<file path="config.mk">
export PLATFORM = sky130hd
export DESIGN_NAME = pmc_top
export DESIGN_NICKNAME = d
export VERILOG_FILES = /design/src/pmc_pkg.sv /design/src/pmc_div.sv /design/src/pmc_edge.sv /design/src/pmc_top.sv
export SDC_FILE = /design/constraint.sdc
export NUM_CORES = 1
export LEC_CHECK = 0
export CAP_MARGIN = 10
export CORE_MARGIN = 1.5
export CORE_UTILIZATION = 59
export CTS_BUF_LIST = sky130_fd_sc_hd__clkbuf_16
export DETAILED_ROUTE_END_ITERATION = 12
export DONT_BUFFER_PORTS = 1
export GPL_ROUTABILITY_DRIVEN = 0
export PLACE_DENSITY = 0.8
export RECOVER_POWER = 100
export SYNTH_ARGS = -nofsm -noshare
export SYNTH_HDL_FRONTEND = slang
export SYNTH_HIERARCHICAL = 1
export SYNTH_SLANG_ARGS = --single-unit
export TNS_END_PERCENT = 30
</file>
<file path="constraint.sdc">
create_clock -name mclk_i -period 2.5 [get_ports mclk_i]
set_clock_uncertainty 0.05 [all_clocks]
set_input_delay 0.5 -clock mclk_i [delete_from_list [all_inputs] [get_ports mclk_i]]
set_output_delay 0.5 -clock mclk_i [all_outputs]
set_load 0.1 [all_outputs]
</file>
<file path="src/pmc_pkg.sv">
// Shared constants and types for the power-mode clock controller
package pmc_pkg;

	// Operating modes, one-hot
	typedef enum logic [7:0] {
		PMC_ACT_HI = 8'h01,
		PMC_ACT_MED = 8'h02,
		PMC_SUB_ACT = 8'h04,
		PMC_SLP_HI = 8'h08,
		PMC_SLP_MED = 8'h10,
		PMC_SUB_SLP = 8'h20,
		PMC_WATCH = 8'h40,
		PMC_STANDBY = 8'h80
	} pmc_mode_t;

	// Low-power target encoding on target_sel_i
	localparam logic [2:0] PMC_TGT_SLEEP = 3'h0;
	localparam logic [2:0] PMC_TGT_SUBSLP = 3'h1;
	localparam logic [2:0] PMC_TGT_WATCH = 3'h2;
	localparam logic [2:0] PMC_TGT_STANDBY = 3'h3;
	localparam logic [2:0] PMC_TGT_ACT_HI = 3'h4;
	localparam logic [2:0] PMC_TGT_ACT_MED = 3'h5;
	localparam logic [2:0] PMC_TGT_SUB_ACT = 3'h6;

	// Subclock ratio select: watch clock /2, /4, /8
	localparam logic [1:0] PMC_SUB_DIV2 = 2'h0;
	localparam logic [1:0] PMC_SUB_DIV4 = 2'h1;
	localparam logic [1:0] PMC_SUB_DIV8 = 2'h2;

	// Main oscillator to system clock ratio
	localparam int PMC_SYS_DIV = 2;
	// Medium-speed divide of the system clock, product-specific
	localparam int PMC_MED_DIV = 8;
	localparam int PMC_CNT_W = 4;
	localparam logic [PMC_CNT_W-1:0] PMC_CNT_ONE = 4'h1;
	localparam logic [PMC_CNT_W-1:0] PMC_CNT_ZERO = 4'h0;

	// Example figures: 10 MHz oscillator gives 5 MHz system clock
	localparam int PMC_OSC_KHZ = 10000;
	localparam int PMC_SYS_KHZ = PMC_OSC_KHZ / PMC_SYS_DIV;

endpackage

</file>
<file path="src/pmc_div.sv">
// Enable-pulse divider: one pulse every ratio ticks
`timescale 1ns/100ps
module pmc_div (
	input wire logic mclk_i, // Clock
	input wire logic rst_n_i, // Sync reset, active low
	input wire logic run_i, // Count enable
	input wire logic tick_i, // Input tick
	input wire logic [pmc_pkg::PMC_CNT_W-1:0] ratio_i, // Divide ratio, at least 1
	output logic pulse_o // Output tick
);
	logic [pmc_pkg::PMC_CNT_W-1:0] cnt_q, cnt_d;
	logic pulse_q, pulse_d;

	// Count ticks; clearing when stopped keeps restart phase fixed
	always_comb begin
		cnt_d = cnt_q;
		pulse_d = 1'b0;
		if (!run_i) begin
			cnt_d = pmc_pkg::PMC_CNT_ZERO;
		end else if (tick_i) begin
			if (cnt_q >= ratio_i - pmc_pkg::PMC_CNT_ONE) begin
				cnt_d = pmc_pkg::PMC_CNT_ZERO;
				pulse_d = 1'b1;
			end else begin
				cnt_d = cnt_q + pmc_pkg::PMC_CNT_ONE;
			end
		end
	end

	// Register
	always_ff @(posedge mclk_i) begin
		if (!rst_n_i) begin
			cnt_q <= pmc_pkg::PMC_CNT_ZERO;
			pulse_q <= 1'b0;
		end else begin
			cnt_q <= cnt_d;
			pulse_q <= pulse_d;
		end
	end

	assign pulse_o = pulse_q;
endmodule

</file>
<file path="src/pmc_edge.sv">
// Rising-edge detector for the sub-oscillator tick
`timescale 1ns/100ps
module pmc_edge (
	input wire logic mclk_i, // Clock
	input wire logic rst_n_i, // Sync reset, active low
	input wire logic lvl_i, // Level input
	output logic rise_o // One-cycle pulse on rising edge
);
	logic lvl_q, lvl_d;

	// Keep last level
	always_comb begin
		lvl_d = lvl_i;
	end

	// Register
	always_ff @(posedge mclk_i) begin
		if (!rst_n_i) begin
			lvl_q <= 1'b0;
		end else begin
			lvl_q <= lvl_d;
		end
	end

	assign rise_o = lvl_i & ~lvl_q;
endmodule

</file>
<file path="src/pmc_top.sv">
// Power-mode and clock-gating controller top level
// How it works
// [RULE1] Active high-speed clocks the CPU from the system clock, half the main oscillator rate.
// [RULE2] Active medium-speed clocks the CPU from the system clock further divided by a product ratio.
// [RULE3] Subactive stops the main oscillator and clocks the CPU from the divided sub-oscillator.
// [RULE4] Sleep high-speed stops the CPU and clocks peripherals from the full system clock.
// [RULE5] Sleep medium-speed stops the CPU and clocks peripherals from the medium-speed clock.
// [RULE6] Subsleep clocks peripherals from the subclock with the CPU stopped.
// [RULE7] Watch stops the oscillator and CPU and clocks only the timekeeping peripherals.
// [RULE8] In watch every other peripheral gets no clock.
// [RULE9] Standby stops the oscillator, CPU and all peripherals and never writes RAM.
// [RULE10] Modes change only on an interrupt request or the low-power instruction.
// [RULE11] The subclock ratio is the watch clock divided by 2, 4 or 8.
// [RULE12] The CPU runs on one selected clock and one period of it is one state.
// [RULE13] The low-power instruction picks its target from configuration bits.
// [RULE14] An interrupt in a halted mode restarts the CPU before interrupt handling.
`timescale 1ns/100ps
module pmc_top (
	input wire logic mclk_i, // Clock, 100 MHz
	input wire logic rst_n_i, // Sync reset, active low
	input wire logic osc_tick_i, // Main oscillator tick pulse
	input wire logic sub_osc_i, // 32.768 kHz sub-oscillator level
	input wire logic sleep_exec_i, // Low-power instruction pulse
	input wire logic [2:0] target_sel_i, // Target mode configuration
	input wire logic [1:0] sub_div_sel_i, // Subclock ratio select
	input wire logic irq_i, // Enabled interrupt request
	output logic osc_en_o, // Main oscillator run
	output logic cpu_clk_en_o, // CPU state tick
	output logic per_clk_en_o, // General peripheral tick
	output logic time_clk_en_o, // Timekeeping peripheral tick
	output logic ram_we_block_o, // RAM write block
	output logic irq_ack_o, // Wake done, handling may begin
	output logic [7:0] mode_o // Current mode, one-hot
);
	pmc_pkg::pmc_mode_t mode_q, mode_d;
	pmc_pkg::pmc_mode_t run_mode_q, run_mode_d;
	logic osc_en_q, osc_en_d;
	logic cpu_q, cpu_d;
	logic per_q, per_d;
	logic tim_q, tim_d;
	logic ram_q, ram_d;
	logic ack_q, ack_d;
	logic sys_tick, med_tick, sub_rise, wclk_tick, sub_tick;
	logic [pmc_pkg::PMC_CNT_W-1:0] sub_ratio;

	// Mode state: mode_q is the live mode, run_mode_q the running mode to
	// resume from watch or standby. Gating state: one flop per output, so
	// every enable leaves the block glitch-free one cycle after the mode.

	// Decode subclock ratio; unsupported code falls back to /8
	function automatic logic [pmc_pkg::PMC_CNT_W-1:0] sub_ratio_f(input logic [1:0] sel);
		case (sel)
			pmc_pkg::PMC_SUB_DIV2: sub_ratio_f = 4'h2;
			pmc_pkg::PMC_SUB_DIV4: sub_ratio_f = 4'h4;
			default: sub_ratio_f = 4'h8;
		endcase
	endfunction

	// Is the oscillator needed in a mode
	function automatic logic osc_need_f(input pmc_pkg::pmc_mode_t m);
		osc_need_f = (m == pmc_pkg::PMC_ACT_HI) || (m == pmc_pkg::PMC_ACT_MED) ||
			(m == pmc_pkg::PMC_SLP_HI) || (m == pmc_pkg::PMC_SLP_MED);
	endfunction

	// Sleep target keeps the speed of the running mode it leaves
	function automatic pmc_pkg::pmc_mode_t sleep_mode_f(input pmc_pkg::pmc_mode_t m);
		case (m)
			pmc_pkg::PMC_ACT_HI: sleep_mode_f = pmc_pkg::PMC_SLP_HI;
			pmc_pkg::PMC_ACT_MED: sleep_mode_f = pmc_pkg::PMC_SLP_MED;
			default: sleep_mode_f = pmc_pkg::PMC_SUB_SLP;
		endcase
	endfunction

	// Wake target: sleep modes return to their own speed
	// Watch and standby lose the speed, so they use the saved running mode
	function automatic pmc_pkg::pmc_mode_t wake_mode_f(input pmc_pkg::pmc_mode_t m,
		input pmc_pkg::pmc_mode_t r);
		case (m)
			pmc_pkg::PMC_SLP_HI: wake_mode_f = pmc_pkg::PMC_ACT_HI;
			pmc_pkg::PMC_SLP_MED: wake_mode_f = pmc_pkg::PMC_ACT_MED;
			pmc_pkg::PMC_SUB_SLP: wake_mode_f = pmc_pkg::PMC_SUB_ACT;
			default: wake_mode_f = r;
		endcase
	endfunction

	// [RULE11] watch clock ratio
	assign sub_ratio = sub_ratio_f(sub_div_sel_i);

	// [RULE1] system clock is oscillator over two
	// Stopping with the oscillator restarts the phase from zero on wake,
	// at the cost of up to one lost system tick after each restart
	pmc_div u_sys_div (
		.mclk_i(mclk_i),
		.rst_n_i(rst_n_i),
		.run_i(osc_en_q),
		.tick_i(osc_tick_i),
		.ratio_i(4'(pmc_pkg::PMC_SYS_DIV)),
		.pulse_o(sys_tick)
	);

	// [RULE2] medium-speed divide of system clock
	// Runs in every oscillator mode so a switch to medium speed
	// needs no warm-up of its own
	pmc_div u_med_div (
		.mclk_i(mclk_i),
		.rst_n_i(rst_n_i),
		.run_i(osc_en_q),
		.tick_i(sys_tick),
		.ratio_i(4'(pmc_pkg::PMC_MED_DIV)),
		.pulse_o(med_tick)
	);

	// Sub-oscillator edge gives the watch clock tick
	// Detector resets low, matching the idle level, so no false edge
	pmc_edge u_sub_edge (
		.mclk_i(mclk_i),
		.rst_n_i(rst_n_i),
		.lvl_i(sub_osc_i),
		.rise_o(sub_rise)
	);
	assign wclk_tick = sub_rise;

	// [RULE3] subclock from divided sub-oscillator
	// Never stopped: watch keeps timekeeping alive from this divider
	// A ratio change takes effect at the next watch clock tick
	pmc_div u_sub_div (
		.mclk_i(mclk_i),
		.rst_n_i(rst_n_i),
		.run_i(1'b1),
		.tick_i(wclk_tick),
		.ratio_i(sub_ratio),
		.pulse_o(sub_tick)
	);

	// Mode sequencing
	always_comb begin
		mode_d = mode_q;
		run_mode_d = run_mode_q;
		ack_d = 1'b0;
		case (mode_q)
			pmc_pkg::PMC_ACT_HI, pmc_pkg::PMC_ACT_MED, pmc_pkg::PMC_SUB_ACT: begin
				// [RULE10] only instruction leaves a running mode
				if (sleep_exec_i) begin
					run_mode_d = mode_q;
					// [RULE13] target from configuration
					case (target_sel_i)
						pmc_pkg::PMC_TGT_SLEEP: mode_d = sleep_mode_f(mode_q);
						pmc_pkg::PMC_TGT_SUBSLP: mode_d = pmc_pkg::PMC_SUB_SLP;
						pmc_pkg::PMC_TGT_WATCH: mode_d = pmc_pkg::PMC_WATCH;
						pmc_pkg::PMC_TGT_STANDBY: mode_d = pmc_pkg::PMC_STANDBY;
						pmc_pkg::PMC_TGT_ACT_HI: mode_d = pmc_pkg::PMC_ACT_HI;
						pmc_pkg::PMC_TGT_ACT_MED: mode_d = pmc_pkg::PMC_ACT_MED;
						pmc_pkg::PMC_TGT_SUB_ACT: mode_d = pmc_pkg::PMC_SUB_ACT;
						default: mode_d = mode_q;
					endcase
					// Direct moves between running modes keep that as resume mode
					if (target_sel_i >= pmc_pkg::PMC_TGT_ACT_HI && target_sel_i <= pmc_pkg::PMC_TGT_SUB_ACT) begin
						run_mode_d = mode_d;
					end
				end
			end
			pmc_pkg::PMC_SLP_HI, pmc_pkg::PMC_SLP_MED, pmc_pkg::PMC_SUB_SLP,
			pmc_pkg::PMC_WATCH, pmc_pkg::PMC_STANDBY: begin
				// [RULE14] interrupt wakes to running mode
				// The low-power instruction is ignored here, the CPU is stopped
				if (irq_i) begin
					mode_d = wake_mode_f(mode_q, run_mode_q);
					// Ack rises at the wake edge, in the same cycle as the new mode
					ack_d = 1'b1;
				end
			end
			default: begin
				mode_d = pmc_pkg::PMC_ACT_HI;
				run_mode_d = pmc_pkg::PMC_ACT_HI;
			end
		endcase
	end

	// Clock gating per mode; outputs registered for clean enables
	always_comb begin
		osc_en_d = osc_need_f(mode_q);
		cpu_d = 1'b0;
		per_d = 1'b0;
		tim_d = 1'b0;
		ram_d = 1'b0;
		case (mode_q)
			pmc_pkg::PMC_ACT_HI: begin
				// [RULE1] full system clock to CPU
				cpu_d = sys_tick;
				per_d = sys_tick;
				tim_d = sys_tick;
			end
			pmc_pkg::PMC_ACT_MED: begin
				// [RULE2] divided system clock to CPU
				cpu_d = med_tick;
				per_d = med_tick;
				tim_d = med_tick;
			end
			pmc_pkg::PMC_SUB_ACT: begin
				// [RULE3] subclock to CPU, oscillator off
				cpu_d = sub_tick;
				per_d = sub_tick;
				tim_d = sub_tick;
			end
			pmc_pkg::PMC_SLP_HI: begin
				// [RULE4] peripherals on system clock only
				per_d = sys_tick;
				tim_d = sys_tick;
			end
			pmc_pkg::PMC_SLP_MED: begin
				// [RULE5] peripherals on medium clock only
				per_d = med_tick;
				tim_d = med_tick;
			end
			pmc_pkg::PMC_SUB_SLP: begin
				// [RULE6] peripherals on subclock, CPU stopped
				per_d = sub_tick;
				tim_d = sub_tick;
			end
			pmc_pkg::PMC_WATCH: begin
				// [RULE7] timekeeping only on subclock
				tim_d = sub_tick;
				// [RULE8] other peripherals halted
				per_d = 1'b0;
			end
			pmc_pkg::PMC_STANDBY: begin
				// [RULE9] everything stopped, RAM frozen
				ram_d = 1'b1;
			end
			default: begin
				osc_en_d = 1'b1;
			end
		endcase
	end

	// Mode registers; reset lands in active high-speed
	always_ff @(posedge mclk_i) begin
		if (!rst_n_i) begin
			mode_q <= pmc_pkg::PMC_ACT_HI;
			run_mode_q <= pmc_pkg::PMC_ACT_HI;
			ack_q <= 1'b0;
		end else begin
			mode_q <= mode_d;
			run_mode_q <= run_mode_d;
			ack_q <= ack_d;
		end
	end

	// [RULE12] one enable pulse is one CPU state
	// Gating registers; the oscillator runs out of reset so the
	// system divider can start at once
	always_ff @(posedge mclk_i) begin
		if (!rst_n_i) begin
			osc_en_q <= 1'b1;
			cpu_q <= 1'b0;
			per_q <= 1'b0;
			tim_q <= 1'b0;
			ram_q <= 1'b0;
		end else begin
			osc_en_q <= osc_en_d;
			cpu_q <= cpu_d;
			per_q <= per_d;
			tim_q <= tim_d;
			ram_q <= ram_d;
		end
	end

	// Outputs straight from the flops
	// Consumers must treat the enables as one-cycle qualifiers, not clocks
	assign osc_en_o = osc_en_q;
	assign cpu_clk_en_o = cpu_q;
	assign per_clk_en_o = per_q;
	assign time_clk_en_o = tim_q;
	assign ram_we_block_o = ram_q;
	assign irq_ack_o = ack_q;
	assign mode_o = mode_q;
endmodule

</file>
==> reports/qor.yml <==
cap_violations: 0
period_share_pct: 87.7
dr.pass1.iters: 5
regToRegStartpoint: "mode_o[0]"
rsz0062_at_grt: "no"
clock.fmax_ghz: 0.456
ctsResizeCount: 0
grt_max_degree: 24
hold_buffers: 0
antenna_found_initial: 0
slew_headroom_pct: 12.7
syn_inst: 298
status: "finished, final reports clean"
drt-total-wl_um: 5980
rrSetupSlack_ps: 310
p_leak_nw: 1.13
clk_pin_slew_worst_paths_ps: 50
nNetsFinal: 352
synth_seq_area_share_pct: 29.0
worst_skew_pair.late_latency_ps: 280
min_from: "osc_tick_i"
hold_viol: 0
overflow: 0
timing.final.max_slew_violations: 0
startpoint_type: "flip-flop"
n_antenna_cell: 0
ioPinCount: 25
ant_nets: 0
async_reset_ff_share_pct: 0
viasPerCell: 6.25
post_drt_wl_per_cell_um: 16.0
cts_tree: "built"
start_util_pct: 60.8
ys_ff_latch: 38
crit_type: "flip-flop to flip-flop"
fin_crit_ps: 2190
whs_path_depth: 1
power_density_mw_per_mm2: 927
layout-drive-gt1-share_pct: 12.7
syn_area_mm2: 0.00263
grt_usage_pct: 25.3
clockRootBuffer: "clkbuf_16"
crit_path_end_kind: "flip-flop"
drtIter0Drc: 209
synth-edff-count: 0
post-cts-setup-buffers: 0
dr_total_vias: 2338
dieArea_mm2: 0.00486
grt_pass1_wl_um: 10100
setup_violations: 0
timing.setup.tns_ps: 0
r2r_end: "time_clk_en_o"
fp.dieH_um: 69.7
cp_max_fo: 7
crit_arrival_ps: 2360
critPathLaunch: "mode_o[0]"
cts_made_buffers: 5
grt_pass1_vias: 2288
htree_levels: 2
clock_path_buffers: 2
synth.avg_cell_area_um2: 8.82
die_x_um: 69.7
worst_ep_required_time_ps: 2670
yosys_warnings: 6
final_core_util_pct: 65.3
rows: 24
core_area_mm2: 0.00432
worst-slew-pin-transition_ps: 1310
worstHoldEndpoint: "u_sys_div/cnt_q[3]"
ys_types: 63
ir_worst_vdd_mv: 0.481
synth_ff_type: "dfxtp_1"
cts.sinks: 38
syn_to_final_growth_pct: 7.52
hp-class: "primary input to flip-flop"
ff2ff_path_depth: 6
drc: 0
port_buffers: 0
dp_hpwl_um: 4360
==> final cells by class <==
| type | instances | area [um2] |
|---|---|---|
| Multi-Input combinational cell | 239 | 1700 |
| Fill cell | 388 | 1500 |
| Clock buffer | 5 | 125 |
| Clock inverter | 1 | 3.75 |
| Inverter | 20 | 75.1 |
| Tap cell | 52 | 65.1 |
| Sequential cell | 38 | 766 |
| Timing Repair Buffer | 19 | 92.6 |
==> logic make-up after synthesis <==
logic type               count (synthesis)  synth area share [%]
AND/OR/NAND/NOR                        113                  27.2
AO/OA/AOI/OAI                           77                  24.2
flip-flops                              38                  29.0
buffers and inverters                   37                  6.38
adder cells (fa/ha/maj)                 18                  8.57
XOR/XNOR                                13                  4.33
other                                    2                 0.286
==> cells in the mapped netlist (all sizes together) (2+ instances only) <==
cell      n  area (um2)
inv      19        71.3
a31o      2        17.5
nor4b     3        32.5
xnor2     6        52.6
buf      10        62.6
and4      5        43.8
o21ai    10        50.1
and3      7        43.8
a21oi    18        93.8
nand2    16        60.1
nor4      6        52.6
o211ai    7        52.6
nor2b     5        38.8
nand4     5        31.3
nand2b   16         130
nor2     22         100
nor3     11        66.3
nand3     3        15.0
nand3b    3        22.5
dfxtp    38         761
o2111ai   2        17.5
o21a      5        37.5
or2       2        12.5
ha       18         225
o22ai     5        37.5
clkbuf    7        30.0
conb      2        7.51
a221oi    3        32.5
a32oi     2        17.5
a211oi    9        87.6
xor2      7        61.3
a31oi     2        12.5
or3       5        31.3
a2111oi   5         106
==> worst max-delay path, stage by stage (launching register included) <==
cell and delay (ps):
dfxtp_1 360, or3_1 440, clkbuf_1 230, nor4b_2 420, a211oi_1 160, a221oi_2 320, a31o_1 150
==> flip-flops by register name, indices dropped and copies added, names as in the netlist, 4 cells and up <==
signal           count
mode_o               8
u_sub_div/cnt_q      4
run_mode_q           8
u_med_div/cnt_q      4
u_sys_div/cnt_q      4
==> per-stage QoR <==
stage                     setup WS (ps)  cell area [um2]  std cells  hold slack, ps  power, mW
after floorplan                    29.1             2690        314             388       1.85
after global placement              452             2810        368             407       2.07
after detailed placement            356             2810        368             417       2.09
after CTS                           435             2940        374             264       2.66
after global routing                218             2830        374             274       2.74
final                               307             2830        374             280       2.62
==> report_power, final <==
part | switching [mW] | internal [mW]
registers | 0.0930 | 0.667
logic | 0.906 | 0.385
clock network | 0.215 | 0.354
total | 1.21 | 1.41
==> layout by cell type (no fill, tap or decap), drive strengths merged, types with 10 or more instances in the layout <==
cell type	instances
dfxtp	38
nor2	22
clkbuf	20
inv	19
conb	18
ha	18
a21oi	18
nand2	16
nand2b	16
nor3	11
o21ai	10
==> worst max path at each step <==
stage	endpoint	slack, ps	cells past startpoint
CTS	time_clk_en_o	440	6
finish	time_clk_en_o	310	6
detailed placement	u_sub_div/pulse_o	360	9
global route	time_clk_en_o	220	6
floorplan	mode_o[1]	30	7
global placement	u_sub_div/pulse_o	450	9
==> routing by layer <==
metal | GRT usage (%) | wire, um | up-vias
met5 | 0 | 0 | -
li1 | - | - | 1126
met1 | 32.0 | 2530 | 1077
met4 | 8.55 | 112 | 0
met3 | 5.09 | 473 | 19
met2 | 42.9 | 2860 | 116
No activity file was read; power rests on OpenSTA's default activity.
